`src/hw/toic_map.vh`:
```
`ifndef TOIC_MAP_VH
`define TOIC_MAP_VH
// Timer control byte fields
`define TOIC_MODE_HI        7
`define TOIC_MODE_LO        6
`define TOIC_RUN_BIT        4
`define TOIC_EDGE_BIT       3
// Timer modes (bits 7:6)
`define TOIC_MODE_EVENT     2'h1
`define TOIC_MODE_TIMER     2'h2
`define TOIC_MODE_PULSE     2'h3
// Instruction clock divider
`define TOIC_CLK_DIV        4
`define TOIC_DIV_MAX        2'h3
// Interrupt vectors
`define TOIC_VEC_USB        12'h004
`define TOIC_VEC_EXT        12'h008
`define TOIC_VEC_TMR        12'h00C
`define TOIC_VEC_SPI        12'h010
// Source indices, highest priority first
`define TOIC_SRC_USB        0
`define TOIC_SRC_EXT        1
`define TOIC_SRC_TMR        2
`define TOIC_SRC_SPI        3
// Stack
`define TOIC_STACK_DEPTH    6
`define TOIC_SP_FULL        3'h6
// Reset values
`define TOIC_CTRL_RST       8'h00
`define TOIC_CNT_RST        16'h0000
`endif

```
`src/hw/toic_timer.v`:
```
`timescale 1ns/1ps
`default_nettype none
`include "toic_map.vh"
// Timer/event counter with preload, run control and overflow pulse
module toic_timer
(
	input  wire        sys_clk,     // System clock
	input  wire        resetn,      // Async reset, active low
	input  wire        tick,        // Instruction clock pulse
	input  wire [7:0]  ctrl,        // Timer control byte
	input  wire        ctrl_wr,     // Control byte write strobe
	input  wire        pin,         // External timer pin
	input  wire        rd,          // Counter read strobe
	input  wire        pre_lo_wr,   // Preload low write strobe
	input  wire        pre_hi_wr,   // Preload high write strobe
	input  wire [7:0]  wdata,       // Write data
	output reg  [15:0] count_q,     // Counter value
	output reg         run_q,       // Run bit state
	output reg         ovf_q        // Overflow pulse
);
	reg [15:0] pre_q;     // Preload value
	reg        pin_q;     // Pin sampled on tick
	reg        pin_old_q; // Previous tick sample
	wire [1:0] mode;
	wire       edge_hi;
	wire       inhibit;
	wire       active;
	wire       inc;
	assign mode    = ctrl[`TOIC_MODE_HI:`TOIC_MODE_LO];
	assign edge_hi = ctrl[`TOIC_EDGE_BIT];
	// Clock is inhibited during reads and preload writes
	assign inhibit = rd | pre_lo_wr | pre_hi_wr;
	// Pulse mode counts while pin sits at the active level
	assign active  = edge_hi ? pin_q : ~pin_q;
	// Increment decision uses the tick-aligned samples only
	assign inc = run_q & tick & ~inhibit &
		((mode == `TOIC_MODE_TIMER) |
		 (mode == `TOIC_MODE_PULSE & active) |
		 (mode == `TOIC_MODE_EVENT &
		  (edge_hi ? (pin_old_q & ~pin_q) : (~pin_old_q & pin_q))));
	// Pin is taken only on a timer clock pulse
	always @(posedge sys_clk or negedge resetn)
	begin
		if (!resetn)
		begin
			pin_q     <= 1'b0;
			pin_old_q <= 1'b0;
		end
		else if (tick)
		begin
			pin_q     <= pin;
			pin_old_q <= pin_q;
		end
	end
	// Run bit: software write, auto stop at pulse end
	always @(posedge sys_clk or negedge resetn)
	begin
		if (!resetn)
			run_q <= 1'b0;
		else if (ctrl_wr)
			run_q <= wdata[`TOIC_RUN_BIT];
		else if (run_q & tick & mode == `TOIC_MODE_PULSE & pin_old_q != pin_q
			& !active)
			run_q <= 1'b0;
	end
	// Preload, counter and overflow reload
	always @(posedge sys_clk or negedge resetn)
	begin
		if (!resetn)
		begin
			pre_q   <= `TOIC_CNT_RST;
			count_q <= `TOIC_CNT_RST;
			ovf_q   <= 1'b0;
		end
		else
		begin
			ovf_q <= 1'b0;
			if (pre_lo_wr)
				pre_q[7:0] <= wdata;
			if (pre_hi_wr)
			begin
				// High byte write also loads the counter
				pre_q[15:8] <= wdata;
				count_q     <= {wdata, pre_q[7:0]};
			end
			else if (inc)
			begin
				if (count_q == 16'hFFFF)
				begin
					count_q <= pre_q;
					ovf_q   <= 1'b1;
				end
				else
					count_q <= count_q + 16'h0001;
			end
		end
	end
endmodule
`default_nettype wire

```
`src/hw/toic_top.v`:
```
// Contract
// Timer mode counts instruction clock, sysclk/4
// External pin acts on next timer tick
// Counter read or preload write inhibits clock
// Software preloads counter before starting
// Software sets run after mode bits
// Run bit is control bit 4
// Software writes preload low byte first
// Overflow sets flag; interrupt needs enable
// Overflow wakes powerdown regardless of enable
// Preset flag blocks wake; only new set
// Vectors USB 04, ext 08, timer 0C, SPI 10
// Four events each set own flag
// Per-source enables; flags set regardless
// Global enable zero blocks all service
// Service pushes return PC, loads vector
// Return pops saved PC
// Service entry clears global enable
// Blocked requests stay latched for later
// Nesting routine re-sets global enable
// Full stack refuses acknowledgement
// Priority USB, ext, timer, SPI
// Servicing clears that source flag
// External flag set on falling pin edge
// Flags hold until serviced or cleared
// Accept only at instruction boundary
`timescale 1ns/1ps
`default_nettype none
`include "toic_map.vh"
module toic_top
(
	input  wire        sys_clk,         // System clock, 100 MHz
	input  wire        resetn,          // Async reset, active low
	input  wire        tmr_ctrl_wr,     // Timer control byte write
	input  wire        tmr_rd,          // Counter read strobe
	input  wire        pre_lo_wr,       // Preload low byte write
	input  wire        pre_hi_wr,       // Preload high byte write
	input  wire [7:0]  wdata,           // Write data byte
	input  wire        tmr_pin,         // External timer pin
	input  wire        usb_event,       // USB event pulse
	input  wire        spi_done,        // SPI byte complete pulse
	input  wire        ext_pin,         // External interrupt pin
	input  wire [3:0]  src_enable,      // Per-source enables
	input  wire        gie_set,         // Software sets global enable
	input  wire        gie_clr,         // Software clears global enable
	input  wire [3:0]  flag_set,        // Software sets flags
	input  wire [3:0]  flag_clr,        // Software clears flags
	input  wire        powerdown,       // Core in power-down
	input  wire        instr_boundary,  // Core at instruction boundary
	input  wire [11:0] next_pc,         // Address of next instruction
	input  wire        reti,            // Return-from-interrupt pulse
	output reg  [15:0] count_out_q,     // Counter value
	output reg         tmr_run_q,       // Timer run state
	output reg  [3:0]  flags_q,         // Request flags
	output reg         global_interrupt_enable_q, // Global enable
	output reg         take_q,          // Interrupt taken pulse
	output reg  [11:0] vector_q,        // Vector for fetch
	output reg         ret_valid_q,     // Return address valid pulse
	output reg  [11:0] ret_pc_q,        // Popped return address
	output reg  [2:0]  sp_q,            // Stack depth in use
	output reg         wake_q           // Wake-up pulse
);
	reg  [1:0]  div_q;        // Instruction clock divider
	reg         tick_q;       // Instruction clock pulse
	reg  [7:0]  ctrl_q;       // Timer control byte
	reg         ext_old_q;    // Previous ext pin level
	reg  [11:0] stack_q [0:`TOIC_STACK_DEPTH-1]; // Return stack
	wire [15:0] count;
	wire        run;
	wire        ovf;
	wire [3:0]  events;
	wire [3:0]  pend;
	reg  [3:0]  sel;
	reg  [11:0] vec;
	wire        accept;
	genvar      g;

	// Divide system clock by four for the instruction clock
	always @(posedge sys_clk or negedge resetn)
	begin
		if (!resetn)
		begin
			div_q  <= 2'h0;
			tick_q <= 1'b0;
		end
		else
		begin
			div_q  <= div_q + 2'h1;
			tick_q <= (div_q == `TOIC_DIV_MAX);
		end
	end

	// Control byte register
	always @(posedge sys_clk or negedge resetn)
	begin
		if (!resetn)
			ctrl_q <= `TOIC_CTRL_RST;
		else if (tmr_ctrl_wr)
			ctrl_q <= wdata;
	end

	toic_timer u_timer
	(
		.sys_clk     (sys_clk),
		.resetn      (resetn),
		.tick        (tick_q),
		.ctrl        (ctrl_q),
		.ctrl_wr     (tmr_ctrl_wr),
		.pin         (tmr_pin),
		.rd          (tmr_rd),
		.pre_lo_wr   (pre_lo_wr),
		.pre_hi_wr   (pre_hi_wr),
		.wdata       (wdata),
		.count_q     (count),
		.run_q       (run),
		.ovf_q       (ovf)
	);

	// Mirror timer state onto registered outputs
	always @(posedge sys_clk or negedge resetn)
	begin
		if (!resetn)
		begin
			count_out_q <= `TOIC_CNT_RST;
			tmr_run_q   <= 1'b0;
		end
		else
		begin
			count_out_q <= count;
			tmr_run_q   <= run;
		end
	end

	// External pin falling edge detector
	always @(posedge sys_clk or negedge resetn)
	begin
		if (!resetn)
			ext_old_q <= 1'b1;
		else
			ext_old_q <= ext_pin;
	end

	// Source events in priority order
	assign events[`TOIC_SRC_USB] = usb_event;
	assign events[`TOIC_SRC_EXT] = ext_old_q & ~ext_pin;
	assign events[`TOIC_SRC_TMR] = ovf;
	assign events[`TOIC_SRC_SPI] = spi_done;

	// Service allowed: boundary, global enable, stack not full
	assign pend   = flags_q & src_enable;
	assign accept = instr_boundary & global_interrupt_enable_q &
		(|pend) & (sp_q != `TOIC_SP_FULL);

	// Fixed priority select and vector
	always @*
	begin
		sel = 4'h0;
		vec = `TOIC_VEC_USB;
		if (pend[`TOIC_SRC_USB])
		begin
			sel = 4'h1;
			vec = `TOIC_VEC_USB;
		end
		else if (pend[`TOIC_SRC_EXT])
		begin
			sel = 4'h2;
			vec = `TOIC_VEC_EXT;
		end
		else if (pend[`TOIC_SRC_TMR])
		begin
			sel = 4'h4;
			vec = `TOIC_VEC_TMR;
		end
		else if (pend[`TOIC_SRC_SPI])
		begin
			sel = 4'h8;
			vec = `TOIC_VEC_SPI;
		end
	end

	// Per-source sticky flags; a new event beats any clear
	generate
		for (g = 0; g < 4; g = g + 1)
		begin : flag_gen
			always @(posedge sys_clk or negedge resetn)
			begin
				if (!resetn)
					flags_q[g] <= 1'b0;
				else if (events[g] | flag_set[g])
					flags_q[g] <= 1'b1;
				else if ((accept & sel[g]) | flag_clr[g])
					flags_q[g] <= 1'b0;
			end
		end
	endgenerate

	// Global enable: entry clears it, software sets it again
	always @(posedge sys_clk or negedge resetn)
	begin
		if (!resetn)
			global_interrupt_enable_q <= 1'b0;
		else if (accept)
			global_interrupt_enable_q <= 1'b0;
		else if (gie_set)
			global_interrupt_enable_q <= 1'b1;
		else if (gie_clr)
			global_interrupt_enable_q <= 1'b0;
	end

	// Stack push on entry, pop on return
	always @(posedge sys_clk or negedge resetn)
	begin
		if (!resetn)
		begin
			sp_q        <= 3'h0;
			take_q      <= 1'b0;
			vector_q    <= 12'h000;
			ret_valid_q <= 1'b0;
			ret_pc_q    <= 12'h000;
		end
		else
		begin
			take_q      <= accept;
			ret_valid_q <= 1'b0;
			if (accept)
			begin
				stack_q[sp_q] <= next_pc;
				sp_q          <= sp_q + 3'h1;
				vector_q      <= vec;
			end
			else if (reti & sp_q != 3'h0)
			begin
				ret_pc_q    <= stack_q[sp_q - 3'h1];
				ret_valid_q <= 1'b1;
				sp_q        <= sp_q - 3'h1;
			end
		end
	end

	// Wake on a new timer overflow, independent of enables
	always @(posedge sys_clk or negedge resetn)
	begin
		if (!resetn)
			wake_q <= 1'b0;
		else
			wake_q <= powerdown & ovf & ~flags_q[`TOIC_SRC_TMR];
	end
endmodule
`default_nettype wire
```
`config.mk`:
```
export PLATFORM = sky130hd
export DESIGN_NAME = toic_top
export DESIGN_NICKNAME = d
export VERILOG_FILES = /design/src/hw/toic_timer.v /design/src/hw/toic_top.v
export VERILOG_INCLUDE_DIRS = /design/src /design/src/hw
export SDC_FILE = /design/constraint.sdc
export NUM_CORES = 1
export LEC_CHECK = 0
export BUFFER_PORTS_ARGS = -buffer_cell sky130_fd_sc_hd__buf_2
export CORE_MARGIN = 2
export CORE_UTILIZATION = 37
export DETAILED_ROUTE_END_ITERATION = 8
export GPL_TIMING_DRIVEN = 0
export PLACE_DENSITY = 0.64
export RECOVER_POWER = 25
export SLEW_MARGIN = 20
export SYNTH_ARGS = -nofsm -noshare
export SYNTH_HDL_FRONTEND = slang
export SYNTH_SLANG_ARGS = --single-unit
```
`constraint.sdc`:
```
create_clock -name sys_clk -period 9.2 [get_ports sys_clk]
set_input_delay 0.92 -clock sys_clk [delete_from_list [all_inputs] [get_ports sys_clk]]
set_output_delay 0.92 -clock sys_clk [all_outputs]
set_load 0.005 [all_outputs]
```
; ---- Word level (Yosys, flattened, before mapping)
; Memory sizes are Yosys's and may differ from the RTL's. A register that Yosys moved wholly into a read port is not among the register bits.
; Index checks and enable logic that the tools add are counted.
[totals]
reg_bits = 88
ramBits = 72
inputBits = 47
wordCells = 124
memories = 1
[classes]
addsub = 4
eq_ne = 7
muxes = 35
bitwise_logic = 40
reduce_logical = 14
[memory_table]
columns = memory, depth, width, rd, rd_clocked_by_memory_dff, write_ports, line_no
row1 = stack_q, 6, 12, 1, 1, 1, toic_top.v:67  ; reg [11:0] stack_q [0:`TOIC_STACK_DEPTH-1];
[op_table]
columns = cell, n
row1 = $mux 16, 3
row2 = $mux 1, 22
row3 = $and 1x1->1, 21
row4 = $mux 5, 4
row5 = $add 16x1->16 const B, 1
row6 = $eq 16x16->1 const B, 1
row7 = $mux 4, 4
row8 = $reduce_bool 2->1, 7
row9 = $or 1x1->1, 12
row10 = $eq 2x2->1 const B, 3
row11 = $mux 3, 2
row12 = $not 1->1, 6
row13 = $reduce_bool 3->1, 2
row14 = $and 4x4->4, 1
row15 = $reduce_or 4->1, 1
row16 = $add 3x1->3 const B, 1
row17 = $ne 3x3->1 const B, 1
row18 = $sub 3x1->3 const B, 1
row19 = $add 2x1->2 const B, 1
row20 = $eq 2x1->1 const B, 1
row21 = $logic_not 1->1, 2
row22 = $reduce_and 2->1, 1
row23 = $logic_and 1x1->1, 1
row24 = $ne 1x1->1, 1

; ---- Longest topological paths before layout
[logic_depth]
depth_word = 9
mapped_depth = 11
depth_no_buf = 9

; ---- Cells and area by module
; A second synthesis with hierarchy kept.
[unflattened]
cells_unflattened = 471
hier_area_um2 = 6774.0
[modules_own_cells]
columns = module, n_inst, cells_per_inst, area_each_um2, seq_area_each_um2
row1 = toic_top, 1, 283, 4860.9, 3539.6
row2 = toic_timer, 1, 188, 1913.1, 900.9

; ---- Worst setup path after synthesis
; No wires, ideal clock.
[synth_path]
kind = reg-to-reg
start = reg sp_q[0]
end = mem stack_q[0][0] (enable)
arrival_time_ns = 3.044
t_required_ns = 8.788
slack_ns = 5.744
path_stages_with_launch = 9
path_buffers = 2
cell_sequence = dfrtp_1 -> buf_2 -> clkbuf_1 -> inv_1 -> ha_1 -> and2_1 -> nor2_2 -> nand2_2 -> nor4_1
[synth_between]
elab_chain_cells = 5
[synth_lines]
columns = element, line_no
row1 = from (decl), toic_top.v:60  ; output reg [2:0] sp_q,
row2 = from (signal assigned), toic_top.v:228  ; sp_q <= sp_q + 3'h1;
row3 = from (signal assigned), toic_top.v:235  ; sp_q <= sp_q - 3'h1;
row4 = $ne 3x3->1 (no line), n/a
row5 = $and 1x1->1, toic_top.v:151  ; assign accept = instr_boundary & global_interrupt_enable_q &
row6 = $mux 1, toic_top.v:225  ; if (accept)
row7 = $logic_and 1x1->1 (implied by the code), toic_top.v:227  ; stack_q[sp_q] <= next_pc;
row8 = $mux 1 (implied by the code), toic_top.v:227
row9 = to (decl), toic_top.v:67
; Several ways; a longest one is shown, not always the timed one.

; ---- Worst setup path in the final report
[layout_path]
start = reg sp_q[0]
end = reg ret_pc_q[7], read port of stack_q
[layout_between]
elab_chain_cells = 4
elab_cells_between_ends = 7
classes_between = 1 x add/sub / 1 x eq/ne / 3 x bitwise / 2 x reduce/logical
[layout_lines]
columns = element, line_no
row1 = $ne 3x3->1 (no line), n/a
row2 = $and 1x1->1, toic_top.v:151
row3 = $not 1->1 (no line), n/a
row4 = $reduce_and 2->1 (no line), n/a
row5 = to (decl), toic_top.v:59  ; output reg [11:0] ret_pc_q,
; Several ways; a longest one is shown, not always the timed one.
; A chain may end at the register's enable or synchronous reset.

==> impl_metrics.toml <==
[finish]
antennaDiodeCount = 0
fin_nets = 647
fillCellCount = 1571
finish.utilization_pct = 46.2
fin_cells = 830
layout-drive-gt1-share_pct = 29.8
syn_to_final_growth_pct = 21.6

[yosys]
ys_warn_count = 0
syn_avg_cell_area_sq_um = 14.0
yosysSeqAreaShare_pct = 65.1
yosys_register_bits = 158
async_reset_ff_share_pct = 54.4
syn_area_sq_mm = 0.00662
ys.flop_type = "dfrtp_1"
ys_types = 69
synth_cells = 473
synth_edf_count = 72

[critical_path]
required_ps = 9510
reg2reg_depth = 9
worstSetupStartpointType = "register"
endpoint_kind = "register"
cp.arrival_ps = 4000
critPathKind = "register to register"
worstPathMaxFanout = 10

[sta]
setup_violations = 0
worst_slack_ps = 5510
slew_violations = 0
fin_crit_ps = 3690
hold_slack_ps = 426
tightest_slew_ps = 698
finClkSkew_ps = 18.5
relSlewSlack_pct = 53.4
period_share_pct = 40.1
grt_setup_unrepaired = "false"
max_freq_mhz = 271
finalSetupTns_ps = 0
hold_viol_final = 0

[placement]
dp_hpwl_mm = 10.2
dp_slack_ps = 5400
gp_congestion = 0.856
io_buffers = 87
dp.cells = 798

[hold_path]
hp-class = "register to register"
min_path_cells = 0

[run_status]
status = "finished clean"

[clocking]
clk_pin_slew_worst_paths_ps = 70
tritoncts = "yes"
cts_resized = 0
cts_buffers = 17
clock_latency_ps = 430
htreeDepth = 4
postCtsHoldBufs = 0
cts_root_buffer = "clkbuf_16"
cts.sinks = 158
clockBufferDepth = 2
post_cts_buffers = 0

[floorplan]
core_sq_mm = 0.0174
die_w_um = 138
initial_utilization_pct = 38.0
die_area_sq_mm = 0.0190
die_height_um = 138
rows = 48
io_pins = 99

[grt]
grt_pass1_vias = 4412
grt_max_degree = 55
grt_antenna_before_repair = 1
grt_pass1_wl_mm = 22.9
track_usage_pct = 16.2
grt-ovfl-total = 0

[routing]
first_pass_iters = 5
vias = 4340
postRouteAntennaNets = 0
via_per_inst = 5.23
drt_iter0_drc = 382
wl_mm = 14.5
drcViolationCount = 0
wl_per_cell_um = 17.4

[run]
cap_violations = 0

[power_and_ir_drop]
p_per_area_mw_per_mm2 = 265
p_leak_nw = 3.24
ir_drop_mv = 0.154
==> metrics by stage <==
stage          instance area (sq um)  total power [W]
2_1_floorplan                   6650          0.00123
3_3_place_gp                    7370          0.00141
3_5_place_dp                    7440          0.00144
4_1_cts                         8070          0.00216
5_1_grt                         8050          0.00226
6_report                        8050          0.00213
==> state kept, by name, indices dropped and copies added (netlist names), 3 cells and up <==
signal           flops
count_out_q         16
ctrl_q               3
flags_q              4
ret_pc_q            12
sp_q                 3
stack_q             72
u_timer.count_q     16
u_timer.pre_q       16
vector_q             3
==> worst paths after layout <==
path / start / endpoint / slack [ps]
worst min register to register: u_timer.count_q[11]$_DFFE_PN0P_ / count_out_q[11]$_DFF_PN0_ / 430
max in group asynchronous: resetn / global_interrupt_enable_q$_DFFE_PN0P_ / 8010
min in group asynchronous: resetn / u_timer.pre_q[2]$_DFFE_PN0P_ / 540
worst max-delay path: sp_q[0]$_DFFE_PN0P_ / ret_pc_q[7]$_DFFE_PN0P_ / 5510
worst max register to register: sp_q[0]$_DFFE_PN0P_ / ret_pc_q[7]$_DFFE_PN0P_ / 5510
worst min-delay path: u_timer.count_q[11]$_DFFE_PN0P_ / count_out_q[11]$_DFF_PN0_ / 430
==> cell families after synthesis <==
| family | after synthesis | share of synthesized area (%) |
|---|---|---|
| AO/OA/AOI/OAI | 92 | 9.56 |
| AND/OR/NAND/NOR | 115 | 9.27 |
| flip-flops | 158 | 65.1 |
| adder cells (fa/ha/maj) | 8 | 1.51 |
| buffers and inverters | 43 | 3.19 |
| other | 1 | 0.0566 |
| XOR/XNOR | 3 | 0.397 |
| multiplexers | 53 | 10.9 |
==> area by class of cell <==
class                      instances  area, sq um  area share, %
sequential                       158         4320           53.6
multi-input combinational        280         2150           26.7
timing repair buffer              92          474           5.89
clock buffer                      17          425           5.28
tap                              225          282           3.50
clock inverter                    15          198           2.46
buffer                            24          140           1.74
inverter                          19         71.3          0.886
==> cells in the final DEF, fill, tap and decap left out, types with 3 or more instances in the layout <==
cell	count
and2_1	4
mux2_2	18
edfxtp_1	72
nor2_2	3
clkbuf_16	17
o311a_1	4
buf_4	10
or3_1	3
and4_1	3
a31oi_1	4
mux2_1	9
inv_1	17
a211oi_1	3
buf_2	82
nor2_1	10
clkbuf_1	20
conb_1	9
inv_8	4
mux2i_1	13
mux4_2	12
dfrtp_1	85
a21o_1	3
a311o_1	3
nor3_1	7
ha_1	8
and3_1	5
o21ai_0	25
a21oi_1	12
o21ai_1	9
clkinv_8	5
nand2_1	46
nand3_1	17
buf_6	3
==> cells in the mapped netlist (5+ instances only) <==
cell | number | area [sq um]
dfrtp_1 | 85 | 2130
edfxtp_1 | 72 | 2160
nand2_1 | 46 | 173
o21ai_0 | 25 | 125
mux2_2 | 18 | 203
inv_1 | 17 | 63.8
nand3_1 | 17 | 85.1
mux2i_1 | 13 | 130
a21oi_1 | 12 | 60.1
mux4_2 | 12 | 270
nor2_1 | 11 | 41.3
buf_4 | 9 | 67.6
mux2_1 | 9 | 101
nor3_1 | 9 | 45.0
o21ai_1 | 9 | 45.0
ha_1 | 8 | 100
buf_2 | 7 | 35.0
clkbuf_1 | 7 | 26.3
and3_1 | 5 | 31.3
==> where the power goes <==
part | switching [W] | internal [W]
clock | 0.000324 | 0.000392
sequential | 0.0000536 | 0.000824
combinational | 0.000297 | 0.000240
==> per-layer routing <==
| metal | wire (um) | GRT usage [%] |
|---|---|---|
| met1 | 5920 | 19.6 |
| met2 | 7340 | 27.7 |
| met3 | 966 | 4.49 |
| met4 | 225 | 6.07 |
| met5 | 16 | 0 |
==> worst max-delay path, cell delays in order (launching register included) <==
cell and delay, ps:
dfrtp_1 380, buf_2 330, clkbuf_1 570, inv_1 250, ha_1 500, clkbuf_1 570
mux4_2 400, nand2_1 70, o21ai_0 130, mux2_1 350
No activity file was read; power rests on OpenSTA's default activity.
